==> src/include/bsc_pkg.sv <==
// constants for the boundary-scan order and test-port control block
// assumes one core clock domain; the tester's pins arrive unsynchronised
package bsc_pkg;
    // register byte offsets on the plain register port
    localparam logic [7:0] CTRL_OFS = 8'h35;
    localparam logic [7:0] STAT_OFS = 8'h34;
    localparam logic [7:0] ISTAT_OFS = 8'h36;
    localparam logic [7:0] IMASK_OFS = 8'h37;
    // field positions and reset values
    localparam int DIS_BIT = 7;
    localparam int TRF_BIT = 4;
    localparam logic [7:0] CTRL_RW_MASK = 8'h93;
    localparam logic [7:0] CTRL_RST = 8'h00;
    localparam logic [7:0] STAT_RST = 8'h00;
    // event bits of the interrupt status and mask
    localparam int IRQ_W = 2;
    localparam int EV_TRST = 0;
    localparam int EV_DIS = 1;
    localparam logic [1:0] IRQ_RST = 2'h0;
    // timed change window of the disable bit, in core cycles
    localparam int DIS_WINDOW = 4;
    // instruction codes
    localparam int IR_W = 4;
    localparam logic [3:0] IR_EXTEST = 4'h0;
    localparam logic [3:0] IR_IDCODE = 4'h1;
    localparam logic [3:0] IR_SAMPLE = 4'h2;
    localparam logic [3:0] IR_TRST = 4'hc;
    localparam logic [3:0] IR_BYPASS = 4'hf;
    localparam logic [3:0] IR_CAPT = 4'h1;
    // chain layout
    localparam int CHAIN_LEN = 57;
    localparam int RST_CELL = 40;
    localparam int B_TOP = 56;
    localparam int D_TOP = 39;
    localparam int C_TOP = 23;
    localparam int PRT_A = 0;
    localparam int PRT_B = 1;
    localparam int PRT_C = 2;
    localparam int PRT_D = 3;
    // test access port states
    typedef enum logic [15:0] {
        TS_TLR = 16'h0001, TS_RTI = 16'h0002,
        TS_SDR = 16'h0004, TS_CDR = 16'h0008,
        TS_SHDR = 16'h0010, TS_E1DR = 16'h0020,
        TS_PDR = 16'h0040, TS_E2DR = 16'h0080,
        TS_UDR = 16'h0100, TS_SIR = 16'h0200,
        TS_CIR = 16'h0400, TS_SHIR = 16'h0800,
        TS_E1IR = 16'h1000, TS_PIR = 16'h2000,
        TS_E2IR = 16'h4000, TS_UIR = 16'h8000
    } bsc_tap_e;
endpackage : bsc_pkg

==> src/rtl/bsc_ctrl.sv <==
// boundary-scan chain, test access port and test-port control registers
// assumes tck/tms/tdi and pins are asynchronous; tck well below core_clk/4
//
// Overview of operation
// - cell zero is lsb, first in and out
// - analog cells would sit at the msb end
// - port A pins ordered in reverse order
// - data in first stage, control second
// - port C pins 2-5 have no cells
// - order B, reset cell, D, C, A
// - cell 40 observes reset pin only
// - disable bit zero enables if fuse programmed
// - disable changes on two equal writes within four
// - control resets zero, bits 7,4,1,0 writable
// - test reset flag set by reset register
// - flag cleared by power-on or writing zero
// - reset register one holds device in reset
// - reset instruction selects one-bit reset register
//
// Our own choice: the strobed register port.
`timescale 1ns/1ps
module bsc_ctrl #(
    parameter logic [31:0] ID_VALUE = 32'h0000_0001 // arbitrary value
) (
    input wire logic core_clk,
    input wire logic reset,
    input wire logic clk_en,
    input wire logic [7:0] reg_addr,
    input wire logic [7:0] reg_wdata,
    input wire logic reg_wr,
    input wire logic reg_rd,
    output logic [7:0] reg_rdata,
    output logic irq,
    input wire logic power_on_reset,
    input wire logic test_iface_fuse,
    input wire logic tck,
    input wire logic tms,
    input wire logic tdi,
    output logic tdo,
    output logic tdo_oe,
    input wire logic ext_reset_n_pin,
    input wire logic [7:0] pa_in,
    input wire logic [7:0] pb_in,
    input wire logic [7:0] pc_in,
    input wire logic [7:0] pd_in,
    input wire logic [31:0] core_out,
    input wire logic [31:0] core_dir,
    output logic [31:0] pin_out,
    output logic [31:0] pin_oe,
    output logic test_iface_en,
    output logic sys_reset_req,
    output logic [7:0] ctrl_bits
);
    // data cell position of a pin; its control cell sits one below
    function automatic int dpos(input int prt, input int pin);
        case (prt)
            bsc_pkg::PRT_B: dpos = bsc_pkg::B_TOP - 2 * pin;
            bsc_pkg::PRT_D: dpos = bsc_pkg::D_TOP - 2 * pin;
            bsc_pkg::PRT_C:
                dpos = bsc_pkg::C_TOP - 2 * (pin < 2 ? pin : pin - 4);
            default: dpos = 2 * pin + 1; // pin 7 highest
        endcase
    endfunction : dpos

    // port C only has cells on pins 0,1,6,7
    function automatic logic has_cell(input int prt, input int pin);
        has_cell = (prt != bsc_pkg::PRT_C) || pin < 2 || pin > 5;
    endfunction : has_cell

    logic [2:0] tck_sy_ff;
    logic [1:0] tms_sy_ff;
    logic [1:0] tdi_sy_ff;
    logic [32:0] pin_sy1_ff;
    logic [32:0] pin_sy2_ff;
    bsc_pkg::bsc_tap_e tap_ff;
    bsc_pkg::bsc_tap_e nxt_tap;
    logic [3:0] ir_ff;
    logic [3:0] ir_sh_ff;
    logic [56:0] bs_sh_ff;
    logic [56:0] bs_upd_ff;
    logic [56:0] nxt_cap;
    logic [31:0] id_sh_ff;
    logic byp_ff;
    logic rst_reg_ff;
    logic tdo_ff;
    logic tdo_oe_ff;
    logic [7:0] ctrl_ff;
    logic arm_ff;
    logic pval_ff;
    logic [2:0] win_ff;
    logic trf_ff;
    logic [1:0] ist_ff;
    logic [1:0] imask_ff;
    logic irq_ff;
    logic [7:0] rdata_ff;
    logic [31:0] pin_out_ff;
    logic [31:0] pin_oe_ff;
    logic en_ff;
    logic tck_rise;
    logic tck_fall;
    logic ext_on;
    logic wr_ctrl;
    logic wr_stat;
    logic dis_chg;

    // two-stage synchronisers; the first stage feeds only the second
    always_ff @(posedge core_clk) begin
        if (reset) begin
            tck_sy_ff <= 3'h0;
            tms_sy_ff <= 2'h0;
            tdi_sy_ff <= 2'h0;
            pin_sy1_ff <= 33'h0;
            pin_sy2_ff <= 33'h0;
        end else if (clk_en) begin
            tck_sy_ff <= {tck_sy_ff[1:0], tck};
            tms_sy_ff <= {tms_sy_ff[0], tms};
            tdi_sy_ff <= {tdi_sy_ff[0], tdi};
            pin_sy1_ff <= {ext_reset_n_pin, pd_in, pc_in, pb_in, pa_in};
            pin_sy2_ff <= pin_sy1_ff;
        end
    end

    // edges read stages two and three, never stage one
    assign tck_rise = tck_sy_ff[1] & ~tck_sy_ff[2];
    assign tck_fall = ~tck_sy_ff[1] & tck_sy_ff[2];
    assign wr_ctrl = reg_wr && reg_addr == bsc_pkg::CTRL_OFS;
    assign wr_stat = reg_wr && reg_addr == bsc_pkg::STAT_OFS;

    // tap next state, sixteen states; exit2 with tms high goes to exit1, not update
    always_comb begin
        nxt_tap = tap_ff;
        case (tap_ff)
            bsc_pkg::TS_TLR:
                nxt_tap = tms_sy_ff[1] ? bsc_pkg::TS_TLR : bsc_pkg::TS_RTI;
            bsc_pkg::TS_RTI, bsc_pkg::TS_UDR, bsc_pkg::TS_UIR:
                nxt_tap = tms_sy_ff[1] ? bsc_pkg::TS_SDR : bsc_pkg::TS_RTI;
            bsc_pkg::TS_SDR:
                nxt_tap = tms_sy_ff[1] ? bsc_pkg::TS_SIR : bsc_pkg::TS_CDR;
            bsc_pkg::TS_CDR, bsc_pkg::TS_SHDR, bsc_pkg::TS_E2DR:
                nxt_tap = tms_sy_ff[1] ? bsc_pkg::TS_E1DR
                                       : bsc_pkg::TS_SHDR;
            bsc_pkg::TS_E1DR:
                nxt_tap = tms_sy_ff[1] ? bsc_pkg::TS_UDR : bsc_pkg::TS_PDR;
            bsc_pkg::TS_PDR:
                nxt_tap = tms_sy_ff[1] ? bsc_pkg::TS_E2DR : bsc_pkg::TS_PDR;
            bsc_pkg::TS_SIR:
                nxt_tap = tms_sy_ff[1] ? bsc_pkg::TS_TLR : bsc_pkg::TS_CIR;
            bsc_pkg::TS_CIR, bsc_pkg::TS_SHIR, bsc_pkg::TS_E2IR:
                nxt_tap = tms_sy_ff[1] ? bsc_pkg::TS_E1IR
                                       : bsc_pkg::TS_SHIR;
            bsc_pkg::TS_E1IR:
                nxt_tap = tms_sy_ff[1] ? bsc_pkg::TS_UIR : bsc_pkg::TS_PIR;
            bsc_pkg::TS_PIR:
                nxt_tap = tms_sy_ff[1] ? bsc_pkg::TS_E2IR : bsc_pkg::TS_PIR;
            default: nxt_tap = bsc_pkg::TS_TLR;
        endcase
    end

    // interface enable: fuse programmed and disable bit clear
    always_ff @(posedge core_clk) begin
        if (reset)
            en_ff <= 1'b0;
        else if (clk_en)
            en_ff <= test_iface_fuse & ~ctrl_ff[bsc_pkg::DIS_BIT];
    end

    // tap state; held in reset while the interface is disabled
    always_ff @(posedge core_clk) begin
        if (reset || (clk_en && !en_ff))
            tap_ff <= bsc_pkg::TS_TLR;
        else if (clk_en && tck_rise)
            tap_ff <= nxt_tap;
    end

    // instruction register; reset instruction leaves the tap alone
    always_ff @(posedge core_clk) begin
        if (reset || (clk_en && tap_ff == bsc_pkg::TS_TLR)) begin
            ir_ff <= bsc_pkg::IR_IDCODE;
            ir_sh_ff <= bsc_pkg::IR_CAPT;
        end else if (clk_en && tck_rise) begin
            if (tap_ff == bsc_pkg::TS_CIR)
                ir_sh_ff <= bsc_pkg::IR_CAPT;
            else if (tap_ff == bsc_pkg::TS_SHIR)
                ir_sh_ff <= {tdi_sy_ff[1], ir_sh_ff[3:1]};
        end else if (clk_en && tck_fall && tap_ff == bsc_pkg::TS_UIR) begin
            ir_ff <= ir_sh_ff;
        end
    end

    // capture image: no analog cells on this part, so none at the top
    // port C pins 2-5 serve as tap pins and get no cells
    always_comb begin
        nxt_cap = 57'h0;
        for (int p = 0; p < 4; p++) begin
            for (int i = 0; i < 8; i++) begin
                if (has_cell(p, i)) begin
                    // first stage holds pin data
                    nxt_cap[dpos(p, i)] = pin_sy2_ff[8 * p + i];
                    // second stage holds output control
                    nxt_cap[dpos(p, i) - 1] = core_dir[8 * p + i];
                end
            end
        end
        nxt_cap[bsc_pkg::RST_CELL] = pin_sy2_ff[32];
    end

    // data registers: lsb is shifted out first, tdi enters at msb
    always_ff @(posedge core_clk) begin
        if (reset) begin
            bs_sh_ff <= 57'h0;
            id_sh_ff <= 32'h0;
            byp_ff <= 1'b0;
        end else if (clk_en && tck_rise) begin
            if (tap_ff == bsc_pkg::TS_CDR) begin
                bs_sh_ff <= nxt_cap;
                id_sh_ff <= ID_VALUE;
                byp_ff <= 1'b0;
            end else if (tap_ff == bsc_pkg::TS_SHDR) begin
                case (ir_ff)
                    bsc_pkg::IR_EXTEST, bsc_pkg::IR_SAMPLE:
                        bs_sh_ff <= {tdi_sy_ff[1], bs_sh_ff[56:1]};
                    bsc_pkg::IR_IDCODE:
                        id_sh_ff <= {tdi_sy_ff[1], id_sh_ff[31:1]};
                    default: byp_ff <= tdi_sy_ff[1];
                endcase
            end
        end
    end

    // update latches; the observe-only cell drives nothing
    always_ff @(posedge core_clk) begin
        if (reset)
            bs_upd_ff <= 57'h0;
        else if (clk_en && tck_fall && tap_ff == bsc_pkg::TS_UDR &&
                 (ir_ff == bsc_pkg::IR_EXTEST ||
                  ir_ff == bsc_pkg::IR_SAMPLE))
            bs_upd_ff <= bs_sh_ff;
    end

    // one-bit reset register; its output is used unlatched
    always_ff @(posedge core_clk) begin
        if (reset || (clk_en && !en_ff))
            rst_reg_ff <= 1'b0;
        else if (clk_en && tck_rise && tap_ff == bsc_pkg::TS_SHDR &&
                 ir_ff == bsc_pkg::IR_TRST)
            rst_reg_ff <= tdi_sy_ff[1];
    end

    // tdo changes on the falling tck edge, driven only while shifting
    always_ff @(posedge core_clk) begin
        if (reset) begin
            tdo_ff <= 1'b0;
            tdo_oe_ff <= 1'b0;
        end else if (clk_en && tck_fall) begin
            tdo_oe_ff <= tap_ff == bsc_pkg::TS_SHDR ||
                         tap_ff == bsc_pkg::TS_SHIR;
            if (tap_ff == bsc_pkg::TS_SHIR)
                tdo_ff <= ir_sh_ff[0];
            else
                case (ir_ff)
                    bsc_pkg::IR_EXTEST, bsc_pkg::IR_SAMPLE:
                        tdo_ff <= bs_sh_ff[0];
                    bsc_pkg::IR_IDCODE: tdo_ff <= id_sh_ff[0];
                    bsc_pkg::IR_TRST: tdo_ff <= rst_reg_ff;
                    default: tdo_ff <= byp_ff;
                endcase
        end
    end

    // pins follow the update latches as soon as extest is loaded
    assign ext_on = ir_ff == bsc_pkg::IR_EXTEST;
    always_ff @(posedge core_clk) begin
        if (reset) begin
            pin_out_ff <= 32'h0;
            pin_oe_ff <= 32'h0;
        end else if (clk_en) begin
            for (int p = 0; p < 4; p++) begin
                for (int i = 0; i < 8; i++) begin
                    if (ext_on && has_cell(p, i)) begin
                        pin_out_ff[8 * p + i] <= bs_upd_ff[dpos(p, i)];
                        pin_oe_ff[8 * p + i] <= bs_upd_ff[dpos(p, i) - 1];
                    end else begin
                        pin_out_ff[8 * p + i] <= core_out[8 * p + i];
                        pin_oe_ff[8 * p + i] <= core_dir[8 * p + i];
                    end
                end
            end
        end
    end

    // control register; a stray single write cannot flip the disable
    // bit, which would lock out or expose the test port
    always_ff @(posedge core_clk) begin
        if (reset) begin
            ctrl_ff <= bsc_pkg::CTRL_RST;
            arm_ff <= 1'b0;
            pval_ff <= 1'b0;
            win_ff <= 3'h0;
        end else if (clk_en) begin
            if (wr_ctrl) begin
                ctrl_ff[bsc_pkg::DIS_BIT - 1:0] <=
                    reg_wdata[bsc_pkg::DIS_BIT - 1:0] &
                    bsc_pkg::CTRL_RW_MASK[bsc_pkg::DIS_BIT - 1:0];
                if (arm_ff && pval_ff == reg_wdata[bsc_pkg::DIS_BIT]) begin
                    ctrl_ff[bsc_pkg::DIS_BIT] <=
                        reg_wdata[bsc_pkg::DIS_BIT];
                    arm_ff <= 1'b0;
                end else begin
                    // first write, or a mismatch: arm afresh
                    arm_ff <= 1'b1;
                    pval_ff <= reg_wdata[bsc_pkg::DIS_BIT];
                    win_ff <= 3'h0;
                end
            end else if (arm_ff) begin
                if (win_ff == 3'(bsc_pkg::DIS_WINDOW - 1))
                    arm_ff <= 1'b0; // window closed
                else
                    win_ff <= win_ff + 3'h1;
            end
        end
    end
    assign dis_chg = wr_ctrl && arm_ff &&
                     pval_ff == reg_wdata[bsc_pkg::DIS_BIT] &&
                     pval_ff != ctrl_ff[bsc_pkg::DIS_BIT];

    // test reset flag; a set in the clearing cycle wins
    always_ff @(posedge core_clk) begin
        if (reset)
            trf_ff <= bsc_pkg::STAT_RST[bsc_pkg::TRF_BIT];
        else if (clk_en) begin
            if (rst_reg_ff)
                trf_ff <= 1'b1;
            else if (power_on_reset ||
                     (wr_stat && !reg_wdata[bsc_pkg::TRF_BIT]))
                trf_ff <= 1'b0;
        end
    end

    // sticky events cleared by writing one, mask gates the output
    always_ff @(posedge core_clk) begin
        if (reset) begin
            ist_ff <= bsc_pkg::IRQ_RST;
            imask_ff <= bsc_pkg::IRQ_RST;
            irq_ff <= 1'b0;
        end else if (clk_en) begin
            for (int k = 0; k < bsc_pkg::IRQ_W; k++) begin
                if (reg_wr && reg_addr == bsc_pkg::ISTAT_OFS &&
                    reg_wdata[k])
                    ist_ff[k] <= 1'b0;
            end
            if (rst_reg_ff && !trf_ff)
                ist_ff[bsc_pkg::EV_TRST] <= 1'b1;
            if (dis_chg)
                ist_ff[bsc_pkg::EV_DIS] <= 1'b1;
            if (reg_wr && reg_addr == bsc_pkg::IMASK_OFS)
                imask_ff <= reg_wdata[bsc_pkg::IRQ_W - 1:0];
            irq_ff <= |(ist_ff & imask_ff);
        end
    end

    // read data one cycle after the strobe; unmapped reads zero
    always_ff @(posedge core_clk) begin
        if (reset)
            rdata_ff <= 8'h00;
        else if (clk_en) begin
            rdata_ff <= 8'h00;
            if (reg_rd)
                case (reg_addr)
                    bsc_pkg::CTRL_OFS: rdata_ff <= ctrl_ff;
                    bsc_pkg::STAT_OFS:
                        rdata_ff <= {3'h0, trf_ff, 4'h0};
                    bsc_pkg::ISTAT_OFS: rdata_ff <= {6'h0, ist_ff};
                    bsc_pkg::IMASK_OFS: rdata_ff <= {6'h0, imask_ff};
                    default: rdata_ff <= 8'h00;
                endcase
        end
    end

    assign reg_rdata = rdata_ff;
    assign irq = irq_ff;
    assign tdo = tdo_ff;
    assign tdo_oe = tdo_oe_ff;
    assign pin_out = pin_out_ff;
    assign pin_oe = pin_oe_ff;
    assign test_iface_en = en_ff;
    assign sys_reset_req = rst_reg_ff; // holds reset while one
    assign ctrl_bits = ctrl_ff;
endmodule : bsc_ctrl

==> config.mk <==
export PLATFORM = sky130hd
export DESIGN_NAME = bsc_ctrl
export DESIGN_NICKNAME = d
export VERILOG_FILES = /design/src/include/bsc_pkg.sv /design/src/rtl/bsc_ctrl.sv
export SDC_FILE = /design/constraint.sdc
export NUM_CORES = 1
export LEC_CHECK = 0
export ABC_AREA = 1
export BUFFER_PORTS_ARGS = -buffer_cell sky130_fd_sc_hd__buf_4
export CORE_MARGIN = 2
export CORE_UTILIZATION = 45
export DETAILED_ROUTE_END_ITERATION = 16
export PLACE_DENSITY = 0.65
export RECOVER_POWER = 50
export SLEW_MARGIN = 25
export SYNTH_ARGS = -nofsm -noshare
export SYNTH_HDL_FRONTEND = slang
export SYNTH_SLANG_ARGS = --single-unit
export TNS_END_PERCENT = 1
==> constraint.sdc <==
create_clock -name core_clk -period 4.4 [get_ports core_clk]
set_input_delay 0.88 -clock core_clk [delete_from_list [all_inputs] [get_ports core_clk]]
set_output_delay 0.88 -clock core_clk [all_outputs]
set_load 0.01 [all_outputs]
# [Word level (Yosys, flattened, before mapping)]
# Cells that the tools add are included.
[classes] n_bitwise=9 n_reduce_logical=57 mul=0 shifts=0 add_sub_neg=29 div_mod_pow=0 n_lt_le_gt_ge=56 mux=348 n_eq_ne=29
[op_table] cell="32-bit two-way mux" count=87
[op_table] cell="32-bit by 8-bit less-than comparator with 1-bit output, second input constant" count=56
[op_table] cell="32-bit by 2-bit subtractor with 32-bit output, second input constant" count=28
[op_table] cell="1-bit binary-select mux with 6-bit select" count=56
[op_table] cell="1-bit two-way mux" count=182
[op_table] cell="57-bit two-way mux" count=3
[op_table] cell="16-bit case mux with 10 select lines" count=1
[op_table] cell="8-bit by 6-bit == test with 1-bit output, second input constant" count=4
[op_table] cell="8-bit case mux with 4 select lines" count=1
[op_table] cell="1-bit logical AND" count=21
[op_table] cell="16-bit by 1-bit == test with 1-bit output, second input constant" count=1
[op_table] cell="16-bit by 10-bit == test with 1-bit output, second input constant" count=1
[op_table] cell="16-bit by 11-bit == test with 1-bit output, second input constant" count=1
[op_table] cell="16-bit by 12-bit == test with 1-bit output, second input constant" count=1
[op_table] cell="16-bit by 13-bit == test with 1-bit output, second input constant" count=1
[op_table] cell="16-bit by 14-bit == test with 1-bit output, second input constant" count=1
[op_table] cell="16-bit by 15-bit == test with 1-bit output, second input constant" count=1
[op_table] cell="16-bit == test, second input constant" count=1
[op_table] cell="16-bit by 2-bit == test with 1-bit output, second input constant" count=1
[op_table] cell="16-bit by 3-bit == test with 1-bit output, second input constant" count=1
[op_table] cell="16-bit by 4-bit == test with 1-bit output, second input constant" count=1
[op_table] cell="16-bit by 5-bit == test with 1-bit output, second input constant" count=1
[op_table] cell="16-bit by 6-bit == test with 1-bit output, second input constant" count=1
[op_table] cell="16-bit by 7-bit == test with 1-bit output, second input constant" count=1
[op_table] cell="35 further kinds" count=75
[word_totals] mem_bits_rw=0 romBits=0 in_bits=123 regBits=335 word_cells=557 n_memories=0 latchBits=0

# [Longest topological paths before layout]
# Gate-level depths: netlist of run 1.
[logic_depth] depth_word=9 depth_mapped=12 depth_no_buf=11

# [Worst setup path after synthesis of run 1]
# No wires, ideal clock.
[synth_timing] path_type="input port to flip-flop" from="input port reg_addr[7]" to="register win_ff[2]" setup_slack_ps=2241 path_stages=6 n_path_buf=0 arrival_time_ps=2031 setup_time_ps=128 t_required_ps=4272 path_cell_list="nor3_1 -> nand2_1 -> nor2_1 -> o21ai_0 -> a21oi_1 -> nor2_1"
[synth_between] elab_chain_cells=4 elab_cells_between_ends=7 classes_between="eq/ne: 3; mux: 1; reduce/logical: 3"
[synth_rtl] element="start, declared" line="bsc_ctrl.sv:28" text="input wire logic [7:0] reg_addr,"
[synth_rtl] element="8-bit by 6-bit == test with 1-bit output *" line="bsc_ctrl.sv:126" text="assign wr_ctrl = reg_wr && reg_addr == bsc_pkg::CTRL_OFS;"
[synth_rtl] element="1-bit logical AND *" line="bsc_ctrl.sv:126"
[synth_rtl] element="2-bit inequality test (no line) or 2-bit nonzero test (tied branches)"
[synth_rtl] element="4-bit AND reduction (no line)"
[synth_rtl] element="end signal, assigned" line="bsc_ctrl.sv:318" text="win_ff <= win_ff + 3'h1;"
[synth_rtl] element="end, declared" line="bsc_ctrl.sv:90" text="logic [2:0] win_ff;"
# Mark *: on every way between the ends. The rest lies on a longest branch, timed or not.
# A chain may end at the register's enable or synchronous reset.

==> results of run 1 <==
## cells in the mapped netlist, types with 3 or more instances
library cell / count
sky130_fd_sc_hd__a21oi_1: 133
sky130_fd_sc_hd__buf_1: 14
sky130_fd_sc_hd__buf_2: 25
sky130_fd_sc_hd__buf_4: 13
sky130_fd_sc_hd__buf_6: 3
sky130_fd_sc_hd__clkbuf_1: 77
sky130_fd_sc_hd__dfxtp_1: 322
sky130_fd_sc_hd__inv_1: 252
sky130_fd_sc_hd__nand2_1: 381
sky130_fd_sc_hd__nand2_2: 3
sky130_fd_sc_hd__nand3_1: 60
sky130_fd_sc_hd__nand4_1: 6
sky130_fd_sc_hd__nor2_1: 310
sky130_fd_sc_hd__nor2_2: 8
sky130_fd_sc_hd__nor3_1: 9
sky130_fd_sc_hd__o211ai_1: 87
sky130_fd_sc_hd__o21ai_0: 220
sky130_fd_sc_hd__o21ai_1: 16
## per-stage QoR
step | hold WS (ps) | cells | worst slack, ps | util | cell area (um^2)
after detailed placement | 447 | 2430 | 1360 | 0.511 | 15200
after CTS | 449 | 2495 | 1400 | 0.551 | 16400
after floorplan | 429 | 1967 | 2240 | - | 13700
final | 449 | 2496 | 1020 | 0.540 | 16100
after global placement | 441 | 2430 | 1390 | 0.511 | 15200
after global routing | 477 | 2495 | 734 | 0.540 | 16100
## report_power, final
group          switching (mW)  internal [mW]
combinational           0.236          0.153
clock                    1.17           1.83
sequential             0.0382           3.00
total                    1.45           4.98
## worst max-delay path, cell delays in order
cell and delay, ps:
sky130_fd_sc_hd__clkbuf_1 140, sky130_fd_sc_hd__buf_4 620, sky130_fd_sc_hd__clkbuf_2 1480, sky130_fd_sc_hd__o211ai_1 310, sky130_fd_sc_hd__o211ai_1 180, sky130_fd_sc_hd__inv_1 70
## routing by layer
metal  track usage  vias to the layer above  wire [um]
met4        0.0447                        2        483
met2         0.301                      281      13600
met5             0                        -         16
li1              -                     6443          -
met1         0.311                     5511      17000
met3        0.0422                       42       2250
## layout make-up
type | count | area, um^2
Fill cell | 2998 | 13700
Sequential cell | 322 | 6450
Multi-Input combinational cell | 1259 | 5750
Timing Repair Buffer | 205 | 1250
Clock buffer | 56 | 1130
Inverter | 254 | 961
Tap cell | 390 | 488
Clock inverter | 9 | 77.6
Antenna cell | 1 | 2.50
## logic make-up after synthesis
family,Yosys count
simple gates,786
xor+xnor,2
fa+ha+maj,2
other cells,1
flops,322
buf+inv,386
compound gates,461
## worst max path at each step
stage | start | to | slack [ps] | cells after the start
2_1_floorplan | reg_addr[7] | win_ff[2] | 2240 | 6
3_3_place_gp | clk_en | pin_oe[24] | 1390 | 6
3_5_place_dp | clk_en | pin_oe[24] | 1360 | 6
4_1_cts | tap_ff[8] | bs_sh_ff[39] | 1400 | 9
5_1_grt | clk_en | pin_oe[24] | 730 | 6
6_report | clk_en | pin_oe[24] | 1020 | 6
## flip-flops by register name (all words and copies together), names as in the netlist, 3 cells and up
signal	cells
reg_rdata	4
pin_sy2_ff	29
win_ff	3
tck_sy_ff	3
id_sh_ff	32
ir_sh_ff	4
ir_ff	4
pin_oe	32
pin_sy1_ff	29
bs_upd_ff	56
bs_sh_ff	57
pin_out	32
tap_ff	16
ctrl_bits	4
==> summary.md, run 1 <==
* **outcome** finished with violations
* **failing checks** capacitance limit, slew limit
* **worst hold start** bs_sh_ff[27]
* **remaining routing DRC violations** 0
* **starting density of the core** 0.460
* **total vias in the final route** 12300
* **Register-to-Register Setup Slack** 1350 ps
* **fraction of synthesized cell area taken by the top area cell type** 0.470
* **most common library cell in the layout ignoring fill and taps** sky130_fd_sc_hd__nand2_1
* **DP HPWL** 21.3 mm
* **final weighted congestion of routability-driven global placement** 0.836
* **average footprint of a synthesized cell** 7.00 um^2
* **dominant combinational cell family by area after synthesis** simple AND/OR/NAND/NOR gates
* **number of slew-limit violations in the final report** 209
* **register clock-pin slew on the reported worst setup and hold paths** 60 ps
* **first-pass detailed-route iteration total** 5
* **count of final hold-check violations** 0
* **Iteration-0 DRC Markers** 846
* **adder and majority gate portion of the synthesized area** 0.00182
* **fraction of the yosys area taken by sequential cells** 0.470
* **vias per cell** 4.92
* **count of endpoints failing setup in the final report** 0
* **number of CTS-inserted buffers** 37
* **CTS Hold Bufs** 0
* **Die Area** 31900 um^2
* **multiplexer fraction of the synthesized cell area** 0
* **Routed WL per cell** 13.3 um
* **TritonCTS clock tree** built
* **summed negative setup slack over all endpoints** 0 ps
* **type of the worst min-delay path** reg -> reg
* **number of cell instances on the worst register-to-register path** 9
* **die boundary width** 179 um
* **sink count of the clock tree** 322
* **largest net degree at the start of global routing** 113
* **maximum buffer depth of the clock tree** 3
* **via count of the first global-routing pass** 10900
* **Compound-Gate Fraction of Synth Area** 0.185
* **#FFs+latches synth** 322
* **number of placement rows** 63
* **Max VDD drop** 0.249 mV
* **minimum clock period** 3380 ps
* **max-cap viol count** 2
* **area of the mapped netlist** 13700 um^2
* **wire length reported by the detailed router** 33.3 mm
* **area growth from synthesis to final layout** 17.4%
* **share of flip-flops with an asynchronous set or reset after synthesis** 0
* **Overall Global Routing Usage** 0.206
* **Yosys cell types** 34
* **hold worst-path end** bs_upd_ff[27]
* **share of the clock period used by the worst path after layout** 0.767
* **library cell occupying the most area in the post-synthesis netlist** sky130_fd_sc_hd__dfxtp_1
* **unrepaired setup endpoints after global routing** no
* **leakage power total** 7.50 nW
* **Data arrival, critical path** 3770 ps
* **I/O Pins** 208
* **antenna violations before repair** 2
* **core footprint** 29800 um^2
* **Worst slew margin** -0.299
* **Critical Path RT** 4800 ps
* **Worst-Skew Late Latency** 520 ps
* **commonest cells after routing, fill and taps aside** 380 x sky130_fd_sc_hd__nand2_1, 322 x sky130_fd_sc_hd__dfxtp_1, 312 x sky130_fd_sc_hd__nor2_1
* **slew at the pin closest to its max-slew limit** 1950 ps
* **H-tree levels** 2
* **xor-xnor portion of the synthesized cell area** 0.00128
* **Root Buffer Master** sky130_fd_sc_hd__clkbuf_16
* **count of cells resized by post-cts repair** 0
* **number of instances in the synthesized netlist** 1960
* **leading register cell type out of synthesis** sky130_fd_sc_hd__dfxtp_1
* **most area-consuming cells after synthesis** sky130_fd_sc_hd__dfxtp_1 47%, sky130_fd_sc_hd__nand2_1 10%, sky130_fd_sc_hd__nor2_1 8.5%
* **endpoint of the most critical register-to-register path** bs_sh_ff[39]
* **y dimension of the die** 179 um
* **Port Buf Inserts** 191
* **layout cell share with drive strength beyond 1** 0.0960
* **post-detailed-route count of antenna-violating nets** 0
* **final total power** 6.43 mW
* **number of cells on the worst hold path** 2
* **worst-case clock skew** 27.8 ps
* **total global routing overflow** 0
* **post-synthesis simple-gate area fraction** 0.229
* **worst setup path category** in -> reg
* **setup repair bufs after CTS** 0
* **number of flops mapped to enable cells by yosys** 0
* **peak clock frequency supported by timing** 296 MHz
* **critical register-to-register path startpoint** tap_ff[8]
* **Max FO, Critical Path** 100
* **Yosys warning total** 0
* **Critical Path End Type** flop
* **first-pass GRT wire length** 54.1 mm
* **type of element launching the critical path** input pin
* **final-stage net count** 2204
* **pwr/cell area** 399 nW/um^2
No activity file was read; power rests on OpenSTA's default activity.
==> run 2: changes to the inputs <==
- ABC_AREA: 1 -> 0
- PLACE_DENSITY: 0.65 -> 0.68
- clock period: 4.4 -> 3.1 ns (I/O delays scaled with it)
==> summary.md, run 2 <==
* **outcome** finished with violations
* **failing checks** capacitance limit, slew limit
* **core footprint** 28600 um^2
* **number of cells on the worst hold path** 3
* **Critical Path End Type** flop
* **number of slew-limit violations in the final report** 176
* **fillcell total** 2712
* **area growth from synthesis to final layout** 19.1%
* **y dimension of the die** 174 um
* **average footprint of a synthesized cell** 9.11 um^2
* **switching share of power** 0.226
* **TritonCTS clock tree** built
* **number of flops mapped to enable cells by yosys** 0
* **slew at the pin closest to its max-slew limit** 2140 ps
* **number of cell instances on the worst register-to-register path** 6
* **post-place setup slack** 505 ps
* **register clock-pin slew on the reported worst setup and hold paths** 60 ps
* **Data arrival, critical path** 2990 ps
* **Die Area** 30300 um^2
* **count of final hold-check violations** 0
* **Max FO, Critical Path** 56
* **Max VDD drop** 0.303 mV
* **I/O Pins** 208
* **worst setup path category** reg -> reg
* **number of placement rows** 62
* **type of element launching the critical path** flop
* **number of standard cells in the final layout excluding fillers** 1970
* **leakage power total** 5.68 nW
* **flip-flop count of the largest register after layout** 57
* **largest net degree at the start of global routing** 176
* **setup repair bufs after CTS** 0
* **leading register cell type out of synthesis** sky130_fd_sc_hd__dfxtp_1
* **Port Buf Inserts** 191
* **remaining routing DRC violations** 0
* **area of the mapped netlist** 13000 um^2
* **Worst-Skew Late Latency** 520 ps
* **final total power** 8.98 mW
* **#FFs+latches synth** 322
* **hold worst-path end** pin_sy1_ff[1]
* **Worst slew margin** -0.428
* **post-detailed-route count of antenna-violating nets** 0
* **number of instances in the synthesized netlist** 1431
* **CTS Hold Bufs** 0
* **peak clock frequency supported by timing** 383 MHz
* **Seq pwr share** 0.478
* **worst-case clock skew** 20.8 ps
* **count of endpoints failing setup in the final report** 0
* **fraction of the yosys area taken by sequential cells** 0.495
* **share of the clock period used by the worst path after layout** 0.841
* **Routed WL per cell** 16.1 um
* **endpoint of the most critical register-to-register path** bs_upd_ff[25]
* **most common library cell in the layout ignoring fill and taps** sky130_fd_sc_hd__dfxtp_1
* **worst path setup slack after routing** 492 ps
* **number of cells in the design after placement** 1907
* **summed negative setup slack over all endpoints** 0 ps
* **worst hold start** pa_in[1]
* **final-stage net count** 1686
* **switching pwr** 2.03 mW
* **total vias in the final route** 10900
* **internal cell power** 6.95 mW
* **commonest cells after routing, fill and taps aside** 322 x sky130_fd_sc_hd__dfxtp_1, 230 x sky130_fd_sc_hd__nor2_1, 164 x sky130_fd_sc_hd__nand2_1
* **Yosys warning total** 0
* **wire length reported by the detailed router** 31.8 mm
* **layout cell share with drive strength beyond 1** 0.148
* **diode insertion count for antenna repair** 0
* **unrepaired setup endpoints after global routing** no
* **first-pass detailed-route iteration total** 5
* **starting density of the core** 0.455
* **number of CTS-inserted buffers** 36
* **DP HPWL** 19.6 mm
* **commonest cells in the synthesized netlist** 322 x sky130_fd_sc_hd__dfxtp_1, 230 x sky130_fd_sc_hd__nor2_1, 165 x sky130_fd_sc_hd__nand2_1
* **max-cap viol count** 1
* **worst-case hold slack** 340 ps
* **Yosys cell types** 61
* **relative contribution of combinational cells to total power** 0.060
* **maximum buffer depth of the clock tree** 3
* **registers with the most flip-flops** bs_sh_ff: 57 flops, bs_upd_ff: 56 flops
* **die boundary width** 174 um
* **critical register-to-register path startpoint** tap_ff[4]
* **final weighted congestion of routability-driven global placement** 0.816
* **library cell occupying the most area in the post-synthesis netlist** sky130_fd_sc_hd__dfxtp_1
* **Register-to-Register Setup Slack** 490 ps
* **most frequent cell after synthesis** sky130_fd_sc_hd__dfxtp_1
* **Critical Path RT** 3490 ps
* **type of the worst min-delay path** in -> reg
* **minimum clock period** 2610 ps
* **top register by number of flip-flops** bs_sh_ff
* **share of flip-flops with an asynchronous set or reset after synthesis** 0
* **fraction of synthesized cell area taken by the top area cell type** 0.495
* **sink count of the clock tree** 322
* **Clock power frac** 0.461
* **Iteration-0 DRC Markers** 807
* **H-tree levels** 2
* **most area-consuming cells after synthesis** sky130_fd_sc_hd__dfxtp_1 49%, sky130_fd_sc_hd__mux2i_1 11%, sky130_fd_sc_hd__nor2_1 6.6%
* **Overall Global Routing Usage** 0.205
* **antenna violations before repair** 2
* **first-pass GRT wire length** 52.0 mm
* **total global routing overflow** 0
* **count of cells resized by post-cts repair** 0
* **pwr/cell area** 579 nW/um^2
* **via count of the first global-routing pass** 10100
* **Root Buffer Master** sky130_fd_sc_hd__clkbuf_16
* **vias per cell** 5.52
run 2: cells by family (layout without fill, tap and decap cells):
| kind of cell | Yosys count | in the layout | share of synthesized area |
|---|---|---|---|
| AOI/OAI and AO/OA | 279 | 279 | 0.157 |
| buffers and inverters | 136 | 284 | 0.0461 |
| adders and majority gates | 2 | 2 | 0.00192 |
| and+or+nand+nor | 543 | 543 | 0.186 |
| DFF | 322 | 322 | 0.495 |
| xor gates and xnor gates | 3 | 3 | 0.00202 |
| other | 1 | 8 | 0.000288 |
| muxes | 145 | 145 | 0.112 |
run 2: final cells by class:
class                           count  area (um^2)  share of cell area
Multi-Input combinational cell    980         6030               0.389
Clock buffer                       52         1060              0.0684
Clock inverter                     11         93.8             0.00605
Inverter                            8         30.0             0.00193
Tap cell                          384          480              0.0310
Timing Repair Buffer              213         1380              0.0888
Sequential cell                   322         6450               0.415
run 2: worst max-delay path: stages (launching register included):
cell,delay (ps)
sky130_fd_sc_hd__dfxtp_1,420
sky130_fd_sc_hd__nor4_4,620
sky130_fd_sc_hd__nand2_1,300
sky130_fd_sc_hd__or3_2,530
sky130_fd_sc_hd__buf_4,330
sky130_fd_sc_hd__nand2_1,160
sky130_fd_sc_hd__a21oi_1,100
run 2: worst max path at each step:
stage                     startpoint             to  cells after the start
after floorplan            tap_ff[5]    bs_sh_ff[0]                      8
after global placement        clk_en  bs_upd_ff[46]                      7
after detailed placement      clk_en  bs_upd_ff[22]                      7
after CTS                  tap_ff[4]  bs_upd_ff[25]                      6
after global routing          clk_en    pin_out[15]                      4
final                      tap_ff[4]  bs_upd_ff[25]                      6
run 2: power by group through the flow:
stage / clock network [mW] / logic [mW] / registers [mW]
after floorplan: 0 / 0.290 / 4.40
after global placement: 0 / 0.577 / 4.39
after detailed placement: 0 / 0.586 / 4.39
after CTS: 4.25 / 0.590 / 4.30
after global routing: 4.42 / 0.599 / 4.31
final: 4.14 / 0.543 / 4.30
run 2: through the flow:
| stage | utilization | area, um^2 |
|---|---|---|
| after floorplan | - | 13100 |
| after global placement | 0.513 | 14700 |
| after detailed placement | 0.513 | 14700 |
| after CTS | 0.553 | 15800 |
| after global routing | 0.542 | 15500 |
| final | 0.542 | 15500 |
run 2: metal layers:
metal / global-route usage / share of wire / up-vias / wire length (um)
met3: 0.0486 / 0.067 / 60 / 2130
met5: 0 / 0.00094 / - / 30
met4: 0.0620 / 0.024 / 4 / 763
li1: - / - / 5347 / -
met1: 0.281 / 0.47 / 5113 / 14800
met2: 0.320 / 0.44 / 348 / 14100
==> run 3: changes to the inputs <==
- clock period: 3.1 -> 2.15 ns (I/O delays scaled with it)
==> summary.md, run 3 (synthesized netlist as in run 2, its figures left out) <==
* **summed area of non-filler cells in the final layout** 16200 um^2
* **total global routing overflow** 0
* **maximum buffer depth of the clock tree** 3
* **starting density of the core** 0.455
* **flip-flop count of the largest register after layout** 57
* **Critical Path RT** 2460 ps
* **die boundary width** 174 um
* **commonest cells after routing, fill and taps aside** 319 x sky130_fd_sc_hd__dfxtp_1, 230 x sky130_fd_sc_hd__nor2_1, 185 x sky130_fd_sc_hd__buf_4
* **I/O Pins** 208
* **area of placed instances** 15100 um^2
* **Data arrival, critical path** 2530 ps
* **leakage power total** 6.09 nW
* **layout cell share with drive strength beyond 1** 0.197
* **final-stage net count** 1737
* **worst-case clock skew** 23.3 ps
* **number of cell instances on the worst register-to-register path** 7
* **footprint of the flip-flops and latches** 6450 um^2
* **top register by number of flip-flops** bs_sh_ff
* **worst-case hold slack** 154 ps
* **core footprint** 28600 um^2
* **registers with the most flip-flops** bs_sh_ff: 57 flops, bs_upd_ff: 56 flops
* **Iteration-0 DRC Markers** 651
* **critical register-to-register path startpoint** tap_ff[0]
* **fillcell total** 2575
* **worst setup path category** reg -> reg
* **Overall Global Routing Usage** 0.206
* **Register-to-Register Setup Slack** -70 ps
* **total vias in the final route** 11000
* **peak clock frequency supported by timing** 451 MHz
* **Root Buffer Master** sky130_fd_sc_hd__clkbuf_16
* **DP HPWL** 20.9 mm
* **area of combinational cells with multiple inputs** 6110 um^2
* **TritonCTS clock tree** built
* **max-cap viol count** 0
* **Worst slew margin** 0.00675
* **antenna violations before repair** 3
* **number of slew-limit violations in the final report** 0
* **most common library cell in the layout ignoring fill and taps** sky130_fd_sc_hd__dfxtp_1
* **crit path capture** bs_upd_ff[29]
* **H-tree levels** 2
* **count of endpoints failing setup in the final report** 77
* **Worst-Skew Late Latency** 510 ps
* **remaining routing DRC violations** 0
* **post-detailed-route count of antenna-violating nets** 0
* **first-pass detailed-route iteration total** 6
* **Routed WL per cell** 16.6 um
* **sink count of the clock tree** 322
* **count of final hold-check violations** 0
* **slew at the pin closest to its max-slew limit** 1490 ps
* **largest stage delay on the critical path** 500 ps
* **vias per cell** 5.45
* **area growth from synthesis to final layout** 24.3%
* **number of CTS-inserted buffers** 35
* **wire length reported by the detailed router** 33.6 mm
* **pwr/cell area** 786 nW/um^2
* **y dimension of the die** 174 um
* **largest net degree at the start of global routing** 128
* **Port Buf Inserts** 191
* **Max FO, Critical Path** 56
* **worst path setup slack after routing** -66.0 ps
* **unrepaired setup endpoints after global routing** yes
* **final total power** 12.7 mW
* **share of the clock period used by the worst path after layout** 1.03
* **type of the worst min-delay path** in -> reg
* **register clock-pin slew on the reported worst setup and hold paths** 60 ps
* **minimum clock period** 2220 ps
* **outcome** finished with violations
* **Max VDD drop** 0.710 mV
* **Critical Path End Type** flop
* **final weighted congestion of routability-driven global placement** 0.865
* **endpoint of the most critical register-to-register path** bs_upd_ff[29]
* **number of placement rows** 62
* **slowest library cell on the worst path** sky130_fd_sc_hd__or3_2
* **ordered cell list for the critical path** nor4_4, buf_4, nand4b_1, or3_2, buf_12, nand2_1, a21oi_2
* **Critical Path Start** tap_ff[0]
* **failing checks** setup timing
* **via count of the first global-routing pass** 10300
* **first-pass GRT wire length** 52.4 mm
* **Die Area** 30300 um^2
* **type of element launching the critical path** flop
==> run 3: cell types whose count changed in the layout (fill, tap and decap cells not counted), sizes merged <==
cell | previous run | this run
buf | 131 | 203
clkbuf | 134 | 116
clkinv | 8 | 3
clkinvlp | 1 | 0
diode | 0 | 1
inv | 9 | 8
==> run 3: what timing repair did <==
item                       in CTS  in global routing
resized for setup               2                 32
buffers inserted                1                  6
gates cloned                    0                  5
hold buffers                    0                  0
setup endpoints to repair     100                132
pin swaps                       2                 32
==> run 3: final cells by class <==
class	instances	share of cell area
Antenna cell	1	0.000154
Clock buffer	54	0.0641
Clock inverter	4	0.00371
Inverter	8	0.00185
Multi-Input combinational cell	980	0.377
Sequential cell	322	0.398
Tap cell	384	0.0297
Timing Repair Buffer	265	0.125
==> run 3: worst max-delay path, delay by kind of cell, from the launching register on <==
kind,cells,cell delay (ps)
AND/OR/NAND/NOR,4,1200
AO/OA/AOI/OAI,1,60
buffers and inverters,2,410
flip-flops,1,330
==> run 3: how the worst min path moves through the flow <==
stage	from	endpoint	slack, ps	cells past startpoint
2_1_floorplan	bs_upd_ff[0]	bs_upd_ff[0]	430	2
3_3_place_gp	bs_upd_ff[20]	bs_upd_ff[20]	440	2
3_5_place_dp	bs_upd_ff[18]	bs_upd_ff[18]	450	2
4_1_cts	pa_in[3]	pin_sy1_ff[3]	140	3
5_1_grt	tck	tck_sy_ff[0]	140	3
6_report	pa_in[5]	pin_sy1_ff[5]	150	3
==> run 3: layer usage <==
metal	GRT usage	vias to the layer above	routed length (um)
met1	0.287	5177	15400
met4	0.0634	4	729
met2	0.321	322	15100
met5	0	-	22
met3	0.0442	59	2220
li1	-	5442	-
==> run 3: per-stage QoR <==
step	utilization	setup slack (ps)	TNS [ps]	cells
after floorplan	-	4.35	0	1438
after global placement	0.527	-34.4	-1270	1947
after detailed placement	0.527	-28.2	-1220	1947
after CTS	0.566	-8.85	-10.3	2006
after global routing	0.566	-103	-7480	2017
final	0.566	-66.0	-1490	2018
==> run 3: power breakdown <==
group          internal [mW]  switching [mW]  leakage, nW  total, mW
clock network           3.44            2.30        0.536       5.74
logic                  0.369           0.433         2.93      0.802
registers               6.11          0.0832         2.62       6.20
total                   9.92            2.82         6.09       12.7
